[src/logic/bcm_pkg.sv]
package bcm_pkg;
	localparam int unsigned clk_mhz = 250;
	// Blanking after turn-on, in ns.
	localparam int unsigned blank_ns = 300;
	localparam int unsigned blank_cycles = (blank_ns * clk_mhz + 999) / 1000;
	// Shortest meaningful ramp time, in us; an earlier crossing means an open or grounded pin.
	localparam int unsigned ramp_min_us = 1;
	localparam int unsigned ramp_min_cycles = ramp_min_us * clk_mhz;
	// Internal on-time limit, in us.
	localparam int unsigned on_limit_us = 15;
	localparam int unsigned on_limit_cycles = on_limit_us * clk_mhz;
	// Maximum off-time, in us.
	localparam int unsigned off_limit_us = 50;
	localparam int unsigned off_limit_cycles = off_limit_us * clk_mhz;
	// Output-short detect timeout, in us; long, so the top exposes it as a parameter.
	localparam int unsigned short_detect_us = 1000;
	localparam int unsigned short_detect_cycles = short_detect_us * clk_mhz;
	// Timeout within which a pulled-down temperature pin counts as dimming, in us.
	localparam int unsigned dim_timeout_us = 100;
	localparam int unsigned dim_timeout_cycles = dim_timeout_us * clk_mhz;
	localparam int unsigned timer_width = 20;
	localparam int unsigned sync_stages = 2;
endpackage

[src/logic/bcm_buck_switch_controller.sv]
`timescale 1ns/1ns
module bcm_buck_switch_controller
	import bcm_pkg::*;
#(
	parameter int unsigned short_detect_limit = short_detect_cycles,
	parameter int unsigned off_limit = off_limit_cycles,
	parameter int unsigned dim_timeout = dim_timeout_cycles
)
(
	input wire logic clk,
	input wire logic rst,
	input wire logic valley_seen,
	input wire logic ring_freq_ok,
	input wire logic ring_swing_ok,
	input wire logic peak_current_threshold,
	input wire logic sense_above_coil_limit,
	input wire logic ramp_threshold,
	input wire logic supply_start_level,
	input wire logic supply_stop_level,
	input wire logic supply_reset_level,
	input wire logic regulator_on_level,
	input wire logic die_hot_threshold,
	input wire logic die_cool_threshold,
	input wire logic temp_below_timer_level,
	input wire logic temp_below_deact_level,
	input wire logic temp_above_high_level,
	input wire logic temp_above_low_level,
	input wire logic alt_supply_present,
	output logic switch_on,
	output logic ramp_charge,
	output logic startup_source_on,
	output logic regulator_on,
	output logic blanking,
	output logic dimmed,
	output logic latched_protect,
	output logic safe_restart,
	output logic supply_lockout,
	output logic short_timer_running
);
	typedef enum logic [3:0] {
		st_lockout = 4'h1,
		st_on = 4'h2,
		st_off = 4'h4,
		st_halt = 4'h8
	} phase_type;

	localparam int unsigned in_count = 17;
	localparam logic [timer_width-1:0] blank_lim = timer_width'(blank_cycles);
	localparam logic [timer_width-1:0] ramp_min_lim = timer_width'(ramp_min_cycles);
	localparam logic [timer_width-1:0] on_lim = timer_width'(on_limit_cycles);
	localparam logic [timer_width-1:0] off_lim = timer_width'(off_limit);
	localparam logic [timer_width-1:0] dim_lim = timer_width'(dim_timeout);
	localparam logic [timer_width-1:0] short_lim = timer_width'(short_detect_limit);

	logic [in_count-1:0] raw_in;
	logic [in_count-1:0] syn;
	// Synchronised copies of the comparator inputs, grouped by what they watch.
	logic valley_s, freq_s, swing_s;
	logic peak_s, coil_s, ramp_s;
	logic start_s, stop_s, rstlvl_s, reg_s, alt_s;
	logic hot_s, cool_s;
	logic tlow_s, tdeact_s, thigh_s, tlo_s;

	phase_type phase_q;
	logic latch_q;
	logic otp_q;
	logic led_otp_q;
	logic dim_q;
	logic ramp_short_q;
	logic short_run_q;
	logic tmr_watch_q;

	logic [timer_width-1:0] phase_count;
	logic switch_on_d;
	logic phase_clear;
	logic short_clear;
	logic short_expired;
	logic dim_expired;
	logic blank_done;
	logic valid_valley;
	logic on_limit_hit;
	logic ramp_hit;
	logic turn_off;
	logic off_timeout;
	logic fault_active;

	assign raw_in = {valley_seen, ring_freq_ok, ring_swing_ok, peak_current_threshold,
		sense_above_coil_limit, ramp_threshold, supply_start_level, supply_stop_level,
		supply_reset_level, regulator_on_level, die_hot_threshold, die_cool_threshold,
		temp_below_timer_level, temp_below_deact_level, temp_above_high_level,
		temp_above_low_level, alt_supply_present};

	// All comparator results cross into the clock domain before use.
	level_sync #(.width(in_count)) u_sync
	(
		.clk(clk),
		.rst(rst),
		.async_in(raw_in),
		.sync_out(syn)
	);

	assign {valley_s, freq_s, swing_s, peak_s, coil_s, ramp_s, start_s, stop_s, rstlvl_s,
		reg_s, hot_s, cool_s, tlow_s, tdeact_s, thigh_s, tlo_s, alt_s} = syn;

	// Phase timer measures blanking, on-time and off-time from the last edge of the switch.
	cycle_timer u_phase_timer
	(
		.clk(clk),
		.rst(rst),
		.clear(phase_clear),
		.run(phase_q == st_on || phase_q == st_off),
		.limit({timer_width{1'b1}}),
		.count(phase_count),
		.expired()
	);

	assign blank_done = phase_count >= blank_lim;
	assign valid_valley = valley_s && freq_s && swing_s;
	assign on_limit_hit = phase_count >= on_lim;
	// A crossing inside the first microsecond is taken as an open or grounded pin.
	assign ramp_hit = ramp_s && !ramp_short_q && phase_count >= ramp_min_lim;
	assign turn_off = (blank_done && peak_s) || on_limit_hit || ramp_hit;
	assign off_timeout = phase_count >= off_lim;
	assign fault_active = latch_q || otp_q || led_otp_q;

	always_comb
	begin
		phase_clear = 1'b0;
		unique case (phase_q)
			st_on: phase_clear = turn_off || (blank_done && coil_s) || dim_q;
			st_off: phase_clear = (valid_valley || off_timeout) && !dim_q;
			st_lockout: phase_clear = 1'b1;
			st_halt: phase_clear = 1'b1;
		endcase
	end

	// Main switching sequencer.
	always_ff @(posedge clk)
	begin
		if (rst)
			phase_q <= st_lockout;
		else if (!stop_s)
			phase_q <= st_lockout;
		else
		begin
			unique case (phase_q)
				// Leaving lockout needs the start level; the lower stop level gives hysteresis.
				st_lockout:
					if (start_s && !fault_active)
						phase_q <= st_off;
				st_on:
					if (fault_active)
						phase_q <= st_halt;
					else if (dim_q || (blank_done && coil_s) || turn_off)
						phase_q <= st_off;
				st_off:
					if (fault_active)
						phase_q <= st_halt;
					else if (!dim_q && (valid_valley || off_timeout))
						phase_q <= st_on;
				st_halt:
					// Wait for the supply to sag below stop, which drops to lockout.
					phase_q <= st_halt;
			endcase
		end
	end

	// Open-pin detection: crossing before 1 us in this on-phase disables the ramp.
	always_ff @(posedge clk)
	begin
		if (rst || phase_q != st_on)
			ramp_short_q <= 1'b0;
		else if (ramp_s && phase_count < ramp_min_lim)
			ramp_short_q <= 1'b1;
	end

	// Shorted coil and output short both set the latch; only a deep supply sag clears it.
	// Setting wins over clearing, so a fault seen while the supply sags is not lost.
	always_ff @(posedge clk)
	begin
		if (rst)
			latch_q <= 1'b0;
		else if (phase_q == st_on && blank_done && coil_s)
			latch_q <= 1'b1;
		else if (short_run_q && short_expired)
			latch_q <= 1'b1;
		else if (!rstlvl_s)
			latch_q <= 1'b0;
	end

	// Die overtemperature holds until the release threshold is passed while the sequencer is in lockout.
	always_ff @(posedge clk)
	begin
		if (rst)
			otp_q <= 1'b0;
		else if (hot_s)
			otp_q <= 1'b1;
		else if (!cool_s && phase_q == st_lockout)
			otp_q <= 1'b0;
	end

	// Temperature pin watch: timer distinguishes dimming from LED overtemperature.
	cycle_timer u_dim_timer
	(
		.clk(clk),
		.rst(rst),
		.clear(!tlow_s),
		.run(tlow_s && !tdeact_s),
		.limit(dim_lim),
		.count(),
		.expired(dim_expired)
	);

	always_ff @(posedge clk)
	begin
		if (rst)
			tmr_watch_q <= 1'b0;
		else
			tmr_watch_q <= tlow_s;
	end

	// Only a pull-down seen before the timer runs out is dimming; a slower one is heat.
	always_ff @(posedge clk)
	begin
		if (rst)
			dim_q <= 1'b0;
		else if (tdeact_s && !dim_expired)
			dim_q <= 1'b1;
		else if (tlo_s)
			dim_q <= 1'b0;
	end

	// Cleared in lockout only, so the converter never restarts into a hot string.
	always_ff @(posedge clk)
	begin
		if (rst)
			led_otp_q <= 1'b0;
		else if (tmr_watch_q && dim_expired && !dim_q)
			led_otp_q <= 1'b1;
		else if (thigh_s && phase_q == st_lockout)
			led_otp_q <= 1'b0;
	end

	// Output-short timer: started on off-time expiry, frozen while dimmed.
	assign short_clear = !stop_s || (phase_q == st_off && valid_valley)
		|| (phase_q == st_on && on_limit_hit && !dim_q);

	// Clearing wins here: below the stop level the timer must start again from zero.
	always_ff @(posedge clk)
	begin
		if (rst || short_clear)
			short_run_q <= 1'b0;
		else if (phase_q == st_off && off_timeout && !valid_valley && !dim_q)
			short_run_q <= 1'b1;
	end

	cycle_timer u_short_timer
	(
		.clk(clk),
		.rst(rst),
		.clear(short_clear || !short_run_q),
		.run(short_run_q && !dim_q),
		.limit(short_lim),
		.count(),
		.expired(short_expired)
	);

	// Supply management outputs.
	always_ff @(posedge clk)
	begin
		if (rst)
			startup_source_on <= 1'b1;
		else
			startup_source_on <= !stop_s || !alt_s;
	end

	// The second regulator also runs in lockout, where it helps the supply climb back.
	always_ff @(posedge clk)
	begin
		if (rst)
			regulator_on <= 1'b0;
		else
			regulator_on <= !reg_s;
	end

	// The switch drops at once on any turn-off cause, a fault or a supply sag.
	always_comb
	begin
		switch_on_d = 1'b0;
		unique case (phase_q)
			st_on: switch_on_d = !phase_clear && !fault_active && stop_s;
			st_off: switch_on_d = 1'b0;
			st_lockout: switch_on_d = 1'b0;
			st_halt: switch_on_d = 1'b0;
		endcase
	end

	always_ff @(posedge clk)
	begin
		if (rst)
			switch_on <= 1'b0;
		else
			switch_on <= switch_on_d;
	end

	always_ff @(posedge clk)
	begin
		if (rst)
			blanking <= 1'b0;
		else
			blanking <= (phase_q == st_on) && !blank_done;
	end

	assign ramp_charge = switch_on;
	assign dimmed = dim_q;
	assign latched_protect = latch_q;
	assign safe_restart = otp_q || led_otp_q;
	assign supply_lockout = (phase_q == st_lockout);
	assign short_timer_running = short_run_q;
endmodule // bcm_buck_switch_controller

[src/logic/cycle_timer.sv]
`timescale 1ns/1ns
module cycle_timer
	import bcm_pkg::*;
(
	input wire logic clk,
	input wire logic rst,
	input wire logic clear,
	input wire logic run,
	input wire logic [timer_width-1:0] limit,
	output logic [timer_width-1:0] count,
	output logic expired
);
	// Counts while run is high until it reaches limit; holds otherwise; clear has priority.
	always_ff @(posedge clk)
	begin
		if (rst || clear)
			count <= '0;
		else if (run && count != limit)
			count <= count + 1'b1;
	end

	assign expired = (count == limit);
endmodule // cycle_timer

[src/logic/level_sync.sv]
`timescale 1ns/1ns
module level_sync
	import bcm_pkg::*;
#(
	parameter int unsigned width = 1
)
(
	input wire logic clk,
	input wire logic rst,
	input wire logic [width-1:0] async_in,
	output logic [width-1:0] sync_out
);
	logic [width-1:0] meta_q;

	// The first stage feeds only the second, so no logic sees a metastable value.
	always_ff @(posedge clk)
	begin
		if (rst)
		begin
			meta_q <= '0;
			sync_out <= '0;
		end
		else
		begin
			meta_q <= async_in;
			sync_out <= meta_q;
		end
	end
endmodule // level_sync

[config.mk]
export PLATFORM = sky130hd
export DESIGN_NAME = bcm_buck_switch_controller
export DESIGN_NICKNAME = d
export VERILOG_FILES = /design/src/logic/bcm_pkg.sv /design/src/logic/bcm_buck_switch_controller.sv /design/src/logic/cycle_timer.sv /design/src/logic/level_sync.sv
export SDC_FILE = /design/constraint.sdc
export NUM_CORES = 1
export LEC_CHECK = 0
export BUFFER_PORTS_ARGS = -buffer_cell sky130_fd_sc_hd__buf_2
export CORE_ASPECT_RATIO = 0.7
export CORE_UTILIZATION = 48
export CTS_BUF_LIST = sky130_fd_sc_hd__clkbuf_4 sky130_fd_sc_hd__clkbuf_8 sky130_fd_sc_hd__clkbuf_16
export CTS_CLUSTER_SIZE = 20
export DETAILED_ROUTE_END_ITERATION = 10
export PLACE_DENSITY = 0.65
export SYNTH_ARGS = -nofsm -noshare
export SYNTH_HDL_FRONTEND = slang
export SYNTH_SLANG_ARGS = --single-unit
[constraint.sdc]
create_clock -name clk -period 2.6 [get_ports clk]
set_input_delay 0.13 -clock clk [delete_from_list [all_inputs] [get_ports clk]]
set_output_delay 0.13 -clock clk [all_outputs]
set_load 0.05 [all_outputs]
==> results by group <==
STA
  • Minimum clock period: 2.36 ns
  • Final Hold Viols: 0
  • Max Freq: 0.424 GHz
  • Slew Viols, Final: 0
  • WHS: 0.0177 ns
  • Slew @ Worst Pin: 0.621 ns
  • Post-route setup slack: 0.243 ns
  • Slew headroom: 0.586
  • Final period util: 0.906
  • Setup violations, final: 0
  • Setup TNS Final: 0 ns
  • Setup repair after global routing missed its margin: no
  • Clk_skew: 0.00786 ns

Synth
  • Synth cell types: 59
  • Gate Count Post-Synth: 531
  • Top cells by area, synth: dfxtp_1, nor2b_1, xnor2_1
  • Largest area contributor in the netlist: dfxtp_1
  • Synth warnings: 0
  • Syn_nets: 556
  • Flops & latches, synth: 109
  • Top cell type's share of synthesized area: 0.452
  • Commonest cells post-synth: dfxtp_1, nor2_1, nor2b_1, nand2_1, xnor2_1
  • Number of synthesized flops with an enable pin: 0
  • Avg Cell Area, Syn: 9.09 um^2
  • FFs w/ async S/R, synth: 0
  • Most common cell in the netlist: dfxtp_1
  • Post-synthesis sequential area ratio: 0.452
  • Netlist Area Pre-Place: 4820 um^2
  • Main synth FF type: dfxtp_1

Clock tree
  • CTS Root Cell: clkbuf_16
  • CTS tree: built
  • CTS HTree Levels: 3
  • CTS buffer count: 9
  • Worst-Skew Late Latency: 0.34 ns
  • # clock sinks: 109
  • Clk buf depth: 2
  • Clock-pin slew on the worst setup and hold paths: 0.07 ns

Route
  • Final ANT Viol Nets: 0
  • Post-DR wirelength/cell: 14.4 um
  • # DRC: 0
  • Routed vias/inst: 5.55
  • Iter 0 DRT Violations: 312
  • Via count: 3,880
  • Wirelength, routed: 10.1 mm
  • DRT Pass-1 Iters: 7

Worst setup path
  • Number of cells on the critical path: 5
  • Critical path buffers and inverters: 0
  • CP Launch Type: flip-flop
  • Worst path cell trace: and3_4 > nand3_4 > a2111o_1 > or4_1 > a221oi_1
  • WP data required: 2.84 ns
  • CP arrival: 2.60 ns
  • Reg2Reg Setup Slack: 0.24 ns
  • Reg2reg start: u_phase_timer.count[5]
  • Kind of critical path: reg -> reg
  • Crit-path max cell delay: 0.58 ns
  • Worst r2r path cells: 5
  • Setup crit start: u_phase_timer.count[5]
  • CP top delay family: simple AND/OR/NAND/NOR gates
  • R2R Path End: u_phase_timer.count[13]
  • Slowest CP cell: a2111o_1
  • CP Capture Type: flip-flop
  • Worst Setup EP: u_phase_timer.count[13]
  • Crit path max fanout: 11

Floorplanning
  • FP Rows: 30
  • Ports: 29
  • Die Width: 122 um
  • Initial core utilization: 0.496
  • Die height: 85.9 um
  • Core Area: 9720 um^2
  • Die ar.: 10,500 um^2

Flow run
  • Max Cap Viol: 0

GRT
  • Vias in the first global route: 3,652
  • Gr usage total: 0.212
  • Initial antenna violation count: 0
  • Grt ovf: 0
  • First-pass GRT wire length: 17.4 mm
  • Largest net degree at the start of global routing: 63

Power and ir drop
  • PwrDens: 563 nW/um^2
  • Maximum vdd ir drop: 0.421 mV
  • Leakage power total: 1.78 nW

Outcome
  • Status: completed

Min path
  • Hold path cells: 2
  • Worst Hold Class: in -> reg

Final layout
  • Final #Nets: 592
  • Share of cells above drive strength 1: 0.117
  • Final design area excluding fillers: 5460 um^2
  • Final Core Density: 0.562
  • Diode count: 0
  • Area delta synth->final: 13.2%

Place
  • Port Buf Inserts: 28
  • GP Congestion: 0.835
  • Post-Place Setup Slack: 0.290 ns
  • Placed Area: 5060 um^2
  • DP HPWL: 7.10 mm
## worst reg2reg max path: stages, from the launching register on
cell and delay, ns:
dfxtp_1 0.47, and3_4 0.25, nand3_4 0.11, a2111o_1 0.58
or4_1 0.56, a221oi_1 0.28
## per-layer routing
layer / track usage / routed length [um] / vias up
li1: - / - / 1981
met1: 0.308 / 5480 / 1824
met3: 0.0559 / 356 / 2
met4: 0.0505 / 33 / 0
met2: 0.309 / 4210 / 73
met5: 0 / 0 / -
## placed cells by master, fill, tap and decap left out, types with 12 or more instances in the layout
cell type and instances:
dfxtp_1 109, nand2_1 26, or3_1 12, nor2_1 54, a21oi_1 17, o21ai_0 18, nand3_1 17, dlygate4sd3_1 12
xnor2_1 25, buf_2 28, inv_1 21, a211oi_1 14, nor3_1 16, nor2b_1 38, xor2_1 14, nand4_1 19
## final cells by class
cell class              count  area, um^2
fillers                   856        4260
repair buffers             49         328
multi-input cells         377        2440
flip-flops and latches    109        2180
well taps                 128         160
clock buffers              10         233
inverters                  21        78.8
clock inverters             5        42.5
## stage by stage
step	instances	power, mW
6_report	699	3.08
5_1_grt	699	3.20
4_1_cts	699	3.12
3_5_place_dp	672	1.83
3_3_place_gp	672	1.83
2_1_floorplan	531	1.80
## registers in the layout, summed over array words and instances, names as in the netlist
| name | count |
|---|---|
| led_otp_q | 1 |
| regulator_on | 1 |
| u_sync.sync_out | 17 |
| phase_q | 4 |
| otp_q | 1 |
| ramp_charge | 1 |
| blanking | 1 |
| tmr_watch_q | 1 |
| startup_source_on | 1 |
| short_timer_running | 1 |
| dimmed | 1 |
| u_dim_timer.count | 20 |
| u_short_timer.count | 20 |
| ramp_short_q | 1 |
| latched_protect | 1 |
| u_sync.meta_q | 17 |
| u_phase_timer.count | 20 |
## logic make-up (layout without fill, tap and decap cells)
family / Yosys count / after routing / share of synthesized area
xor+xnor: 39 / 39 / 0.0708
flops: 109 / 109 / 0.452
mux: 4 / 4 / 0.00856
fa+ha+maj: 6 / 6 / 0.0156
simple gates: 232 / 232 / 0.267
buf+inv: 45 / 85 / 0.0443
compound gates: 96 / 96 / 0.141
## worst min path at each step
stage | startpoint | endpoint | slack [ns]
floorplan | ring_freq_ok | u_sync.meta_q[15] | 0.26
global placement | regulator_on_level | u_sync.meta_q[7] | 0.34
detailed placement | regulator_on_level | u_sync.meta_q[7] | 0.34
CTS | ring_freq_ok | u_sync.meta_q[15] | 0.004
global route | ring_freq_ok | u_sync.meta_q[15] | 0.01
finish | ring_freq_ok | u_sync.meta_q[15] | 0.02
## where the power goes
group	internal [mW]	leakage, nW	switching [mW]
Sequential	1.70	0.886	0.0108
Combinational	0.0461	0.765	0.0507
Clock	0.668	0.133	0.605
Total	2.41	1.78	0.666
## timing repair
item,CTS,global route
resized for setup,0,0
hold buffers,12,0
hold endpoints to repair,12,0
buffers inserted,0,0
No activity file was read; power rests on OpenSTA's default activity.
